$ cat src/rst_boot_map.svh
// constants for the reset and boot strap controller
// assumes inclusion by the package and the top module only
`ifndef RST_BOOT_MAP_SVH
`define RST_BOOT_MAP_SVH

`define WIDTH_CODE_W 2
`define RST_SRC_W 5
// reset source bit positions, strongest first
`define SRC_POR 0
`define SRC_USER 1
`define SRC_KEY3 2
`define SRC_WDT 3
`define SRC_SW 4
// boot mode encodings on the mode pins
`define MODE_NORMAL 2'b00
`define MODE_SERIAL 2'b01
// memory widths in bits
`define WIDTH_8 8'h08
`define WIDTH_16 8'h10
`define WIDTH_32 8'h20
// start and header addresses
`define ADDR_RESET_VECTOR 32'h0000_0000
`define ADDR_BOOT_BUFFER 32'h8001_4000
`define SPI_COPY_BYTES 12'h800
`define HDR_ALT_OFFSET 32'h0000_1000
`define HDR_SKIP 32'h0000_0004
`define SYNC_BASE_LO 32'hc000_0000
`define SYNC_BASE_HI 32'hf000_0000
`define FLASH_BASE_0 32'h1000_0000
`define FLASH_BASE_1 32'h2000_0000
`define FLASH_BASE_2 32'h3000_0000
`define FLASH_BASE_3 32'h6000_0000
`define FLASH_BASE_4 32'h7000_0000
// power status cause codes
`define CAUSE_NONE 3'h0
`define CAUSE_POR 3'h1
`define CAUSE_USER 3'h2
`define CAUSE_KEY3 3'h3
`define CAUSE_WDT 3'h4
`define CAUSE_SW 3'h5

`endif

$ cat src/rst_boot_pkg.sv
// types shared by the reset and boot strap controller
// assumes rst_boot_map.svh sits beside this file
`include "rst_boot_map.svh"
package rst_boot_pkg;

    // raw strap pins as sampled
    typedef struct packed {
        logic wdt_timer_disable_strap;
        logic wdt_duration_disable_strap;
        logic pullup_select_strap;
        logic internal_external_strap;
        logic pullup_data_strap;
        logic [1:0] mode_straps;
        logic sync_async_strap;
        logic [`WIDTH_CODE_W-1:0] width_straps;
    } strap_t;

    // latched copy, readable as the system configuration register
    typedef struct packed {
        logic latched_wdt_timer_disable;
        logic latched_wdt_duration_disable;
        logic latched_pullup_select;
        logic latched_internal_external;
        logic latched_pullup_data;
        logic latched_mode_strap_hi;
        logic latched_mode_strap_lo;
        logic latched_sync_async;
        logic [`WIDTH_CODE_W-1:0] latched_width;
        logic serial_boot_flag;
    } system_config_t;

    typedef enum logic [2:0]
    {
        BOOT_EXT_SYNC = 3'h0,
        BOOT_EXT_ASYNC = 3'h1,
        BOOT_SERIAL = 3'h2,
        BOOT_INT_ROM = 3'h3,
        BOOT_INVALID = 3'h4
    } boot_src_t;

    typedef struct packed {
        boot_src_t src;
        logic [7:0] mem_width;
        logic sync_mem;
        logic rom_tries_spi;
        logic flash_media;
        logic [31:0] first_fetch;
    } boot_decode_t;

    typedef enum logic [2:0]
    {
        ST_POR = 3'b001,
        ST_USER = 3'b010,
        ST_RUN = 3'b100
    } rst_state_t;

endpackage

$ cat src/reset_and_boot_strap_control.sv
// reset ranking, reset scopes, strap capture and boot decode
// assumes all inputs synchronous to clk; sys_rst clears control state,
// loads the power-on cause and drives every scope output high
`timescale 1ns/1ps
`include "rst_boot_map.svh"

module reset_and_boot_strap_control
    import rst_boot_pkg::*;
(
    // clock and reset
    input wire logic clk,
    input wire logic sys_rst,
    // reset sources, pins active low
    input wire logic power_on_reset_pin_n,
    input wire logic user_reset_pin_n,
    input wire logic [2:0] key3_pressed,
    input wire logic wdt_reset_req,
    input wire logic software_reset_bit,
    // pll state held across user resets
    input wire logic pll_enabled,
    // strap pins and boot header probe result
    input wire strap_t straps,
    input wire logic [2:0] hdr_base_sel,
    input wire logic hdr_at_alt,
    // software clears the recorded cause
    input wire logic cause_clear,
    // reset scope outputs, active high
    output logic system_halt,
    output logic core_reset,
    output logic rtc_reset,
    output logic sdram_cfg_reset,
    output logic syscon_reg_reset,
    output logic pll_reset,
    // configuration and status
    output system_config_t system_config_reg,
    output logic [2:0] power_status_reg,
    output logic wdt_flag_key3,
    output logic wdt_flag_wdt,
    output boot_decode_t boot_cfg,
    output logic [11:0] spi_copy_bytes,
    output logic [31:0] spi_exec_addr,
    output logic [31:0] boot_exec_addr
);

    // ==========================================
    // source ranking
    logic [`RST_SRC_W-1:0] src;
    logic por_act;
    logic user_level_act;
    logic key3_all;

    always_comb
    begin
        key3_all = &key3_pressed;
        src = '0;
        src[`SRC_POR] = ~power_on_reset_pin_n;
        src[`SRC_USER] = ~user_reset_pin_n;
        src[`SRC_KEY3] = key3_all;
        src[`SRC_WDT] = wdt_reset_req;
        src[`SRC_SW] = software_reset_bit;
        por_act = src[`SRC_POR];
        user_level_act = |src[`SRC_SW:`SRC_USER];
    end

    // ==========================================
    // reset state machine
    rst_state_t state_q, state_d;
    logic capture_d, capture_q;
    logic [`RST_SRC_W-1:0] held_q, held_d;

    always_comb
    begin
        state_d = state_q;
        capture_d = 1'b0;
        held_d = src; // a user pin still low at power-on release must be remembered
        case (state_q)
            ST_POR:
            begin
                if (!por_act)
                begin
                    state_d = user_level_act ? ST_USER : ST_RUN;
                    capture_d = ~src[`SRC_USER];
                end
            end
            ST_USER:
            begin
                held_d = held_q | src;
                if (por_act)
                    state_d = ST_POR;
                else if (!user_level_act)
                begin
                    state_d = ST_RUN;
                    capture_d = held_q[`SRC_USER];
                end
            end
            ST_RUN:
            begin
                held_d = src;
                if (por_act)
                    state_d = ST_POR;
                else if (user_level_act)
                    state_d = ST_USER;
            end
            default:
                state_d = ST_POR;
        endcase
        if (por_act)
            state_d = ST_POR;
    end

    always_ff @(posedge clk)
    begin
        if (sys_rst)
        begin
            state_q <= ST_POR;
            capture_q <= 1'b0;
            held_q <= '0;
        end
        else
        begin
            state_q <= state_d;
            capture_q <= capture_d;
            held_q <= held_d;
        end
    end

    // ==========================================
    // scope outputs
    logic halt_d, core_d, por_scope_d, pll_d;

    always_comb
    begin
        halt_d = (state_d != ST_RUN);
        core_d = halt_d;
        por_scope_d = (state_d == ST_POR);
        // user-level reset leaves rtc, sdram and controller regs alone
        pll_d = por_scope_d | ~pll_enabled;
    end

    always_ff @(posedge clk)
    begin
        if (sys_rst)
        begin
            system_halt <= 1'b1;
            core_reset <= 1'b1;
            rtc_reset <= 1'b1;
            sdram_cfg_reset <= 1'b1;
            syscon_reg_reset <= 1'b1;
            pll_reset <= 1'b1;
        end
        else
        begin
            system_halt <= halt_d;
            core_reset <= core_d;
            rtc_reset <= por_scope_d;
            sdram_cfg_reset <= por_scope_d;
            syscon_reg_reset <= por_scope_d;
            pll_reset <= pll_d;
        end
    end

    // ==========================================
    // strap capture; straps are sampled one cycle after the pin edge
    // so the pads have settled, and are held through key, watchdog and software resets
    system_config_t cfg_d;
    boot_decode_t dec_d;
    logic [31:0] hdr_base;

    always_comb
    begin
        cfg_d = system_config_reg;
        if (capture_q)
        begin
            cfg_d.latched_wdt_timer_disable = straps.wdt_timer_disable_strap;
            cfg_d.latched_wdt_duration_disable = straps.wdt_duration_disable_strap;
            cfg_d.latched_pullup_select = straps.pullup_select_strap;
            cfg_d.latched_internal_external = straps.internal_external_strap;
            cfg_d.latched_pullup_data = straps.pullup_data_strap;
            cfg_d.latched_mode_strap_hi = straps.mode_straps[1];
            cfg_d.latched_mode_strap_lo = straps.mode_straps[0];
            cfg_d.latched_sync_async = straps.sync_async_strap;
            cfg_d.latched_width = straps.width_straps;
            cfg_d.serial_boot_flag = (straps.mode_straps == `MODE_SERIAL);
        end
    end

    // boot decode from latched bits
    always_comb
    begin
        dec_d = '0;
        dec_d.src = BOOT_INVALID;
        dec_d.first_fetch = `ADDR_RESET_VECTOR;
        dec_d.sync_mem = cfg_d.latched_sync_async;
        if (!cfg_d.latched_internal_external && cfg_d.latched_pullup_data
            && {cfg_d.latched_mode_strap_hi, cfg_d.latched_mode_strap_lo} == `MODE_NORMAL)
        begin
            if (cfg_d.latched_sync_async)
            begin
                dec_d.src = BOOT_EXT_SYNC;
                dec_d.mem_width = cfg_d.latched_width[1] ? `WIDTH_32 : `WIDTH_16;
                dec_d.flash_media = ~cfg_d.latched_width[0];
            end
            else
            begin
                dec_d.src = BOOT_EXT_ASYNC;
                dec_d.mem_width = cfg_d.latched_width[1] ? `WIDTH_32
                    : (cfg_d.latched_width[0] ? `WIDTH_16 : `WIDTH_8);
            end
        end
        else if (cfg_d.latched_internal_external && cfg_d.latched_pullup_data)
        begin
            if (cfg_d.serial_boot_flag)
            begin
                dec_d.src = BOOT_SERIAL;
                dec_d.mem_width = cfg_d.latched_width[1] ? `WIDTH_32 : `WIDTH_16;
            end
            else if ({cfg_d.latched_mode_strap_hi, cfg_d.latched_mode_strap_lo} == `MODE_NORMAL)
            begin
                dec_d.src = BOOT_INT_ROM;
                dec_d.rom_tries_spi = 1'b1;
                if (cfg_d.latched_sync_async)
                    dec_d.mem_width = cfg_d.latched_width[1] ? `WIDTH_32 : `WIDTH_16;
                else
                    dec_d.mem_width = cfg_d.latched_width[1] ? `WIDTH_32
                        : (cfg_d.latched_width[0] ? `WIDTH_16 : `WIDTH_8);
            end
        end
        case (hdr_base_sel) // 0..4 flash candidates, 5 low sync base, else high sync base
            3'h0: hdr_base = `FLASH_BASE_0;
            3'h1: hdr_base = `FLASH_BASE_1;
            3'h2: hdr_base = `FLASH_BASE_2;
            3'h3: hdr_base = `FLASH_BASE_3;
            3'h4: hdr_base = `FLASH_BASE_4;
            3'h5: hdr_base = `SYNC_BASE_LO;
            default: hdr_base = `SYNC_BASE_HI;
        endcase
    end

    always_ff @(posedge clk)
    begin
        if (sys_rst)
        begin
            system_config_reg <= '0;
            boot_cfg <= '0;
            spi_copy_bytes <= '0;
            spi_exec_addr <= '0;
            boot_exec_addr <= '0;
        end
        else
        begin
            system_config_reg <= cfg_d;
            boot_cfg <= dec_d;
            spi_copy_bytes <= `SPI_COPY_BYTES;
            spi_exec_addr <= `ADDR_BOOT_BUFFER;
            // header past the first block means code starts at the base itself
            boot_exec_addr <= hdr_at_alt ? hdr_base : hdr_base + `HDR_SKIP;
        end
    end

    // ==========================================
    // cause recording; a new reset wins over a clear in the same cycle
    logic [2:0] cause_d;
    logic key3_flag_d, wdt_flag_d;
    logic entering;

    always_comb
    begin
        entering = (state_q == ST_RUN) && (state_d != ST_RUN);
        cause_d = cause_clear ? `CAUSE_NONE : power_status_reg;
        key3_flag_d = cause_clear ? 1'b0 : wdt_flag_key3;
        wdt_flag_d = cause_clear ? 1'b0 : wdt_flag_wdt;
        if (por_act)
        begin
            cause_d = `CAUSE_POR;
            key3_flag_d = 1'b0;
            wdt_flag_d = 1'b0;
        end
        else if (entering)
        begin
            key3_flag_d = 1'b0;
            wdt_flag_d = 1'b0;
            if (src[`SRC_USER])
                cause_d = `CAUSE_USER;
            else if (src[`SRC_KEY3])
            begin
                cause_d = `CAUSE_USER; // power status shows it as user
                key3_flag_d = 1'b1;
            end
            else if (src[`SRC_WDT])
            begin
                cause_d = `CAUSE_WDT;
                wdt_flag_d = 1'b1;
            end
            else
                cause_d = `CAUSE_SW;
        end
    end

    always_ff @(posedge clk)
    begin
        if (sys_rst)
        begin
            power_status_reg <= `CAUSE_POR;
            wdt_flag_key3 <= 1'b0;
            wdt_flag_wdt <= 1'b0;
        end
        else
        begin
            power_status_reg <= cause_d;
            wdt_flag_key3 <= key3_flag_d;
            wdt_flag_wdt <= wdt_flag_d;
        end
    end

endmodule

$ cat config.mk
export PLATFORM = sky130hd
export DESIGN_NAME = reset_and_boot_strap_control
export DESIGN_NICKNAME = d
export VERILOG_FILES = /design/src/rst_boot_pkg.sv /design/src/reset_and_boot_strap_control.sv
export VERILOG_INCLUDE_DIRS = /design/src
export SDC_FILE = /design/constraint.sdc
export NUM_CORES = 1
export LEC_CHECK = 0
export BUFFER_PORTS_ARGS = -buffer_cell sky130_fd_sc_hd__buf_2
export CAP_MARGIN = 15
export CORE_MARGIN = 2
export CORE_UTILIZATION = 35
export CTS_CLUSTER_DIAMETER = 100
export DETAILED_ROUTE_END_ITERATION = 8
export GPL_ROUTABILITY_DRIVEN = 0
export PLACE_DENSITY = 0.74
export SLEW_MARGIN = 20
export SYNTH_ARGS = -nofsm -noshare
export SYNTH_HDL_FRONTEND = slang
export SYNTH_SLANG_ARGS = --single-unit
export TNS_END_PERCENT = 50
$ cat constraint.sdc
create_clock -name clk -period 2.55 [get_ports clk]
set_input_delay 0.1275 -clock clk [delete_from_list [all_inputs] [get_ports clk]]
set_output_delay 0.1275 -clock clk [all_outputs]
set_load 0.02 [all_outputs]
==> Word level (Yosys, flattened, before mapping) <==
Cells that the tools add are included.
W data, S select, Z words.
{ "op_classes": {"n_addsub": 1, "eq_ne": 11, "muxes": 38, "n_bitwise": 9, "n_reduce_logical": 13} }
{ "ops": {"columns": ["op", "count"], "rows": [
  ["$pmux W32 S6", 1],
  ["$mux W32", 2],
  ["$mux W11", 4],
  ["$add A32 B3 Y32 const B", 1],
  ["$mux W3", 8],
  ["$mux W6", 3],
  ["$mux W1", 13],
  ["$mux W12", 1],
  ["$mux W5", 2],
  ["$eq A3 B1 Y1 const B", 3],
  ["$eq A3 B2 Y1 const B", 3],
  ["$eq A3 B3 Y1 const B", 3],
  ["$mux W9", 1],
  ["$pmux W3 S3", 1],
  ["$mux W8", 1],
  ["$reduce_or A4 Y1", 2],
  ["$not A1 Y1", 7],
  ["$or A5 B5 Y5", 1],
  ["$logic_and A1 B1 Y1", 4],
  ["$logic_not A3 Y1", 1],
  ["$ne A3 B3 Y1 const B", 1],
  ["$reduce_and A3 Y1", 1],
  ["$reduce_or A3 Y1", 1],
  ["$eq A2 B1 Y1 const B", 1],
  ["other kinds (6)", 6]
]} }
{ "word_totals": {"ff_bits": 149, "input_bits": 25, "out_inout_bits": 144, "elab_cells": 99} }

==> Logic depth before layout (Yosys ltp) <==
Gate-level depths: netlist of run 1.
{ "depth": {"ltp_word": 9, "mapped_depth": 6, "ltp_nobuf": 4} }

==> Worst setup path after synthesis of run 1 <==
Ideal clock, no wire load.
{ "synth_path": {"path_kind": "register to register", "from": "register state_q[2]", "to": "register power_status_reg[0]", "arrival_ns": 1.278, "required_ns": 2.430, "setup_slack_ns": 1.153, "path_stages_with_launch": 5, "n_path_buf": 0, "synth_period_minus_slack_ns": 1.397, "path_cell_list": "dfxtp_1 or3b_1 a21oi_4 nor3b_1 a211o_1"} }
{ "synth_via": {"elab_chain_cells": 6} }
{ "synth_rtl": {"columns": ["element", "line", "rtl"], "rows": [
  ["start: declaration", "reset_and_boot_strap_control.sv:67", "rst_state_t state_q, state_d;"],
  ["start signal: assignment", "reset_and_boot_strap_control.sv:121", "state_q <= state_d;"],
  ["$eq A3 B3 Y1, or another cell as far along", "reset_and_boot_strap_control.sv:76, reset_and_boot_strap_control.sv:268", null],
  ["$pmux W3 S3", "reset_and_boot_strap_control.sv:76", "case (state_q)"],
  ["$mux W3", "reset_and_boot_strap_control.sv:107", "if (por_act)"],
  ["$ne A3 B3 Y1", "reset_and_boot_strap_control.sv:268", "entering = (state_q == ST_RUN) && (state_d != ST_RUN);"],
  ["$logic_and A1 B1 Y1 *", "reset_and_boot_strap_control.sv:268", null],
  ["$mux W3 / $reduce_bool A2 Y1 (equally long branches)", null, null],
  ["end signal: assignment", "reset_and_boot_strap_control.sv:303", "power_status_reg <= `CAUSE_POR;"],
  ["end signal: assignment", "reset_and_boot_strap_control.sv:309", "power_status_reg <= cause_d;"],
  ["end: declaration", "reset_and_boot_strap_control.sv:36", "output logic [2:0] power_status_reg,"]
]} }
Mark *: on every way between the ends. The rest lies on a longest branch, timed or not.
A chain may end at the register's enable or synchronous reset.

==> Worst setup path in the final report of run 1 <==
{ "layout_path": {"from": "register capture_q", "to": "register boot_cfg[39] in the netlist's numbering"} }
{ "layout_via": {"elab_chain_cells": 8} }
{ "layout_rtl": {"columns": ["element", "line", "rtl"], "rows": [
  ["start: declaration", "reset_and_boot_strap_control.sv:68", "logic capture_d, capture_q;"],
  ["start signal: assignment", "reset_and_boot_strap_control.sv:122", "capture_q <= capture_d;"],
  ["$mux W8 *", "reset_and_boot_strap_control.sv:172", "if (capture_q)"],
  ["$mux W5 (no line)", null, null],
  ["$mux W6", "reset_and_boot_strap_control.sv:206, reset_and_boot_strap_control.sv:224", null],
  ["$mux W6", "reset_and_boot_strap_control.sv:221", "if (cfg_d.latched_sync_async)"],
  ["$mux W11", "reset_and_boot_strap_control.sv:217", "else if ({cfg_d.latched_mode_strap_hi, cfg_d.latched_mode_strap_lo} == `MODE_NORMAL)"],
  ["$mux W11", "reset_and_boot_strap_control.sv:212", "if (cfg_d.serial_boot_flag)"],
  ["$mux W11", "reset_and_boot_strap_control.sv:210", "else if (cfg_d.latched_internal_external && cfg_d.latched_pullup_data)"],
  ["$mux W11 *", "reset_and_boot_strap_control.sv:194", "if (!cfg_d.latched_internal_external && cfg_d.latched_pullup_data"],
  ["end signal: assignment", "reset_and_boot_strap_control.sv:244", "boot_cfg <= '0;"],
  ["end signal: assignment", "reset_and_boot_strap_control.sv:252", "boot_cfg <= dec_d;"],
  ["end: declaration", "reset_and_boot_strap_control.sv:39", "output boot_decode_t boot_cfg,"]
]} }
Marked as above.

==> results of run 1 <==
critical path, stage by stage (launching register included):
cell	delay, ns
dfxtp_1	0.82
mux2i_1	0.40
a21oi_1	0.08
o21ai_0	0.28
nor3_1	0.11
cells in the final DEF (no fill, tap or decap), drive strengths merged, types with 2 or more instances in the layout:
| cell | Yosys | routed |
|---|---|---|
| conb | 1 | 104 |
| buf | 113 | 64 |
| dfxtp | 38 | 38 |
| nor2 | 23 | 23 |
| a21oi | 11 | 11 |
| mux2i | 10 | 10 |
| nand2 | 9 | 9 |
| clkbuf | 2 | 6 |
| nand3 | 5 | 5 |
| nor3 | 4 | 4 |
| o21ai | 4 | 4 |
| or3b | 4 | 4 |
| and2 | 3 | 3 |
| inv | 2 | 2 |
| xnor2 | 2 | 2 |
| nor2b | 2 | 2 |
| nand2b | 2 | 2 |
| nand4 | 2 | 2 |
| o211a | 2 | 2 |
| nor3b | 2 | 2 |
metal layers:
| layer | routed length [um] | global-route usage [%] |
|---|---|---|
| met2 | 1880 | 18.18 |
| met1 | 1525 | 12.79 |
| met4 | 59 | 5.572 |
| met3 | 437 | 3.858 |
| met5 | 0 | 0 |
metrics by stage:
step | power (mW) | setup WS [ns] | area [um2] | instances
after floorplan | 0.9874 | 1.153 | 2619 | 356
after global placement | 0.9142 | 0.8289 | 2185 | 382
after detailed placement | 0.9173 | 0.7599 | 2185 | 382
after CTS | 1.351 | 0.7592 | 2290 | 391
after global routing | 1.404 | 0.5604 | 2290 | 391
final | 1.335 | 0.7378 | 2290 | 391
cells by family after synthesis:
| group | count (synthesis) | share of synthesized area (%) |
|---|---|---|
| buf+inv | 117 | 38.45 |
| simple gates | 61 | 14.13 |
| xor+xnor | 3 | 1.177 |
| mux | 11 | 4.989 |
| flops | 38 | 34.08 |
| other cells | 1 | 0.1680 |
| compound gates | 22 | 7.007 |
where the power goes:
group,switching [mW],internal (mW),total [mW],leakage (nW)
registers,0.0157,0.615,0.630,0.311
clock network,0.211,0.217,0.428,0.0472
logic,0.220,0.0562,0.276,0.818
total,0.447,0.888,1.33,1.18
worst min path at each step:
stage / slack, ns / start / end / cells after the start
after floorplan: 0.20 / hdr_at_alt / boot_exec_addr[2] / 1
after global placement: 0.29 / hdr_at_alt / boot_exec_addr[2] / 2
after detailed placement: 0.29 / hdr_at_alt / boot_exec_addr[2] / 2
after CTS: 0.03 / pll_enabled / pll_reset / 2
after global routing: 0.04 / pll_enabled / pll_reset / 2
final: 0.05 / pll_enabled / pll_reset / 2
area by class of cell:
type / count / area (um2) / share of cell area [%]
clock buffer: 6 / 82.58 / 3.607
clock inverter: 2 / 12.51 / 0.5464
inverter: 2 / 7.507 / 0.3279
multi-input combinational: 201 / 999.7 / 43.66
sequential: 38 / 760.7 / 33.22
tap: 77 / 96.34 / 4.208
timing repair buffer: 65 / 330.3 / 14.43
timing repair:
item,CTS,global route
hold endpoints to repair,1,0
setup endpoints to repair,0,0
hold buffers,1,0
==> summary.txt, run 1 <==
Worst setup path
  • Data arrival, critical path: between 1.5 and 2 ns
  • R2R Path Start: capture_q
  • Capture point of the worst reg-to-reg path: boot_cfg[39]
  • Worst Setup SP: capture_q
  • Maximum fanout along the worst path: 18
  • Worst Path Required: 2.72 ns
  • Reg2reg path depth: 4
  • Element type at the critical path end: register
  • CP startpoint kind: register
  • Crit Path Class: register to register
  • Setup crit end: boot_cfg[39]
  • Reg2reg setup slack: ~0.74 ns

Timing
  • Fin crit period: 1.812 ns
  • Slew headroom: 48.63%
  • Final number of setup-violating endpoints: 0
  • Clock skew: 0.002246 ns
  • Max Freq: ~0.55 GHz
  • Hold_ws: 0.04981 ns
  • Slew @ Worst Pin: 0.7695 ns
  • RSZ-0062 raised after global routing: false
  • Fin. Hold Viols: 0
  • Setup tns final: 0 ns
  • Final period util: a little under three quarters
  • Max Slew Vio Count: 0

Yosys
  • Ys flop type: dfxtp_1
  • Yosys top cell area share: a little under two fifths
  • Cell accounting for the most synthesized area: buf_4
  • Synthesized netlist cell count: ~250
  • Synth top cells by count: buf_4, dfxtp_1, nor2_1, a21oi_1, mux2i_1
  • Mean area per synthesized cell: about 8.8 um2
  • Synth unique cells: 37
  • Post-synthesis async set-or-reset flop share: 0%
  • Count leader, synth: buf_4
  • Synth top area cells: buf_4, dfxtp_1, mux2i_1
  • Synthesized area: roughly 2200 um2
  • Sequential area share after synthesis: 34.08%
  • Synthesis Warnings: 0
  • FF+latch count, synth: 38
  • Post-synth EDFFs: 0

Clock network
  • Worst-case clock buffer depth: 2
  • Number of clock sinks: 38
  • CTS clk-pin slew, worst paths: 0.08 ns
  • CTS tree: yes
  • CTS Buf Count: 5
  • Clock Latency Late Sink: roughly 0.28 ns
  • Post-cts resize count: 0
  • Root Buffer: clkbuf_8
  • Postcts setup bufs: 0
  • H-tree levels: 2

Finish
  • Fin nets: approximately 340
  • Layout cells sized above 1: 25.80%
  • Post-layout util: between 30% and 40%
  • N_diodes: 0
  • Fillers: around 660
  • Layout Area Growth over Synthesis: 2.579%
  • Largest register FFs: 10

Floorplan
  • Num ports: roughly 170
  • Num rows: 29
  • Die footprint: about 7000 um2
  • Core Area: about 6200 um2
  • Starting Density: 35.77%
  • Die H: 83.86 um
  • Die width: roughly 84 um

Pwr
  • Power density cells: between 500 and 600 nW/um2
  • Leakage power: ~1.2 nW
  • VDD IR max: ~250 uV

Detailed routing
  • DR WL/cell: ~10 um
  • Iteration-0 DRC Markers: 23
  • Drt first pass iters: 4
  • Routed Antenna Nets: 0
  • Routed wire length: between 3 and 4 mm
  • Residual DRC count: 0
  • Via density: 3.916
  • Via Count: 1531

Global route
  • Global route total overflow: 0
  • Initial antenna violation count: 0
  • Vias in the first global route: around 1300
  • First-pass GRT wire length: 6.134 mm
  • Global Route Usage Sum: between 10% and 20%
  • Largest net degree at the start of global routing: 21

Place
  • Port bufs: 64
  • Dpl hpwl: slightly above 3 mm

Run status
  • Outcome: finished clean

Flow run
  • Max cap viols: 0

Hold path
  • Tightest Hold Check Type: primary input to register
Note: power is estimated with default switching activity, not from simulation.
==> inputs of run 2 (changes only) <==
Clock period 2.55 ns to 1.9 ns, I/O delays scaled along.
==> run 2 against run 1 <==
Compared with the run above:
- utilization grew 0.10 points
- global-route usage shrank 0.90 points
- clock-buffer cell count is the same
- sequential share of layout area shrank 0.090 points
- non-clock buffer count grew 2
- critical path depth is the same
- first-iteration DRC count grew 120%
- largest power group unchanged
==> summary.txt, run 2 (same netlist as run 1, synthesis figures left out) <==
Run status
  • Outcome: finished clean

Clock network
  • CTS Buf Count: 5 (unchanged)
  • H-tree levels: 2 (unchanged)
  • Worst-case clock buffer depth: 2 (unchanged)
  • Root Buffer: clkbuf_8
  • CTS clk-pin slew, worst paths: 0.08 ns (about the same)
  • CTS tree: yes
  • Number of clock sinks: 38 (unchanged)
  • Clock Latency Late Sink: 0.29 ns (about the same)

Worst setup path
  • Crit Path Class: register to register
  • Maximum fanout along the worst path: 13 (-5)
  • Worst path bufs/invs: 0 (unchanged)
  • Crit-path cells: mux2i_1 > a21oi_1 > o21ai_0 > and2_1
  • CP startpoint kind: register
  • Slowest-stage cell, CP: dfxtp_1
  • Crit path max-delay family: flip-flops
  • Capture point of the worst reg-to-reg path: boot_cfg[45]
  • Reg2reg setup slack: 0.29 ns (-0.44 ns)
  • Reg2reg path depth: 4 (unchanged)
  • Delay of the slowest critical-path stage: 0.64 ns (-0.18 ns)
  • Element type at the critical path end: register
  • Data arrival, critical path: 1.84 ns (-0.14 ns)
  • R2R Path Start: capture_q
  • Worst Path Required: 2.14 ns (-0.58 ns)

Timing
  • Fin. Hold Viols: 0 (unchanged)
  • Max Slew Vio Count: 0 (unchanged)
  • Slew @ Worst Pin: 0.5081 ns (-0.2614 ns)
  • RSZ-0062 raised after global routing: false
  • Slew headroom: 66.08% (+17 points)
  • Final period util: 84.47% (+13 points)
  • Fin crit period: 1.605 ns (-0.2071 ns)
  • Max Freq: 0.6230 GHz (+13%)
  • Clock skew: 0.005830 ns (+0.003585 ns)
  • Final number of setup-violating endpoints: 0 (unchanged)
  • Setup tns final: 0 ns (unchanged)

Finish
  • Layout cells sized above 1: 25.95% (+0.15 points)
  • Fillers: 651 (-1.1%)
  • Layout Area Growth over Synthesis: 2.859%
  • Fin nets: 340 (+0.59%)
  • Largest register FFs: 10 (unchanged)
  • N_diodes: 0 (unchanged)
  • Most frequent cells in the layout: conb_1, buf_2, dfxtp_1
  • Final Cell Area: 2296 um2 (+0.27%)
  • Commonest non-fill, non-tap cell in the layout: conb_1

Floorplan
  • Die footprint: 7033 um2 (unchanged)
  • Num ports: 169 (unchanged)
  • Starting Density: 35.77% (unchanged)
  • Num rows: 29 (unchanged)
  • Core Area: 6241 um2 (unchanged)
  • Die H: 83.86 um (unchanged)
  • Die width: 83.86 um (unchanged)

Place
  • Post-detailed-placement cell area: 2200 um2 (+0.69%)
  • Dpl hpwl: 3.005 mm (-3.3%)
  • Port bufs: 64 (unchanged)

Detailed routing
  • Via density: 3.799 (-3.0%)
  • Routed wire length: 3.804 mm (-2.5%)
  • Iteration-0 DRC Markers: 50 (+120%)
  • Drt first pass iters: 4 (unchanged)
  • Residual DRC count: 0 (unchanged)
  • DR WL/cell: 9.679 um (-3.0%)
  • Via Count: 1493 (-2.5%)
  • Routed Antenna Nets: 0 (unchanged)

Global route
  • Global Route Usage Sum: 10.19% (-0.90 points)
  • Initial antenna violation count: 0 (unchanged)
  • Global route total overflow: 0 (unchanged)
  • Vias in the first global route: 1209 (-8.8%)
  • First-pass GRT wire length: 5.609 mm (-8.6%)
  • Largest net degree at the start of global routing: 21 (unchanged)

Pwr
  • Leakage power: 1.184 nW (+0.74%)
  • Power density cells: 769.0 nW/um2 (+32%)
  • VDD IR max: 359.4 uV (+44%)

Hold path
  • Tightest Hold Check Type: primary input to register
  • Hold Path Depth: 2 (unchanged)
  • Endpoint, Worst Hold: pll_reset
  • Hold Startpoint: pll_enabled

Flow run
  • Max cap viols: 0 (unchanged)
run 2: changes by cell type in the layout (fill, tap and decap cells not counted):
| cell | previous run | this run |
|---|---|---|
| clkbuf_8 | 6 | 5 |
| clkinv_4 | 0 | 1 |
| buf_4 | 0 | 2 |
| clkbuf_1 | 0 | 1 |
| clkinvlp_4 | 1 | 0 |
run 2: repair_timing:
| action | 4_1_cts | 5_1_grt |
|---|---|---|
| setup buffers | 0 | 0 |
| hold buffers | 1 | 0 |
| hold endpoints to repair | 1 | 0 |
| gates resized for setup | 0 | 0 |
run 2: metrics by stage:
step | hold WS (ns) | setup slack (ns) | utilization [%] | total power [mW] | std cells
finish | 0.02310 | 0.2950 | 36.79 | 1.766 | 393
global route | 0.001523 | 0.1289 | 36.79 | 1.862 | 393
CTS | 0.004629 | 0.3118 | 36.79 | 1.798 | 393
detailed placement | 0.2600 | 0.3203 | 35.24 | 1.232 | 384
global placement | 0.2556 | 0.3867 | 35.24 | 1.229 | 384
floorplan | 0.1674 | 0.5026 | - | 1.325 | 356
run 2: worst max-delay path by stage:
| stage | slack, ns | end | start | cells past startpoint |
|---|---|---|---|---|
| floorplan | 0.50 | power_status_reg[0] | state_q[2] | 4 |
| global placement | 0.39 | boot_cfg[45] | capture_q | 4 |
| detailed placement | 0.32 | boot_cfg[39] | capture_q | 4 |
| CTS | 0.31 | boot_cfg[45] | capture_q | 4 |
| global route | 0.13 | boot_cfg[39] | capture_q | 4 |
| finish | 0.29 | boot_cfg[45] | capture_q | 4 |
run 2: power by group:
part / internal, mW / leakage [nW] / total, mW / switching [mW]
sequential: 0.825 / 0.311 / 0.843 / 0.0183
combinational: 0.0775 / 0.829 / 0.375 / 0.297
clock: 0.259 / 0.0452 / 0.548 / 0.289
run 2: area by class of cell:
type / instances / area [um2] / area share (%)
Multi-Input combinational cell: 201 / 999.7 / 43.54
Inverter: 2 / 7.507 / 0.3270
Clock buffer: 6 / 72.57 / 3.161
Clock inverter: 2 / 13.76 / 0.5995
Timing Repair Buffer: 67 / 345.3 / 15.04
Tap cell: 77 / 96.34 / 4.196
Sequential cell: 38 / 760.7 / 33.13
run 2: routing by layer:
layer / vias up / routed length, um / share of wire [%] / GRT usage, %
met5: - / 0 / 0 / 0
met4: 0 / 35 / 0.92 / 4.399
met3: 4 / 419 / 11 / 3.759
met2: 93 / 1837 / 48 / 16.87
met1: 666 / 1511 / 40 / 11.77
li1: 730 / - / - / -
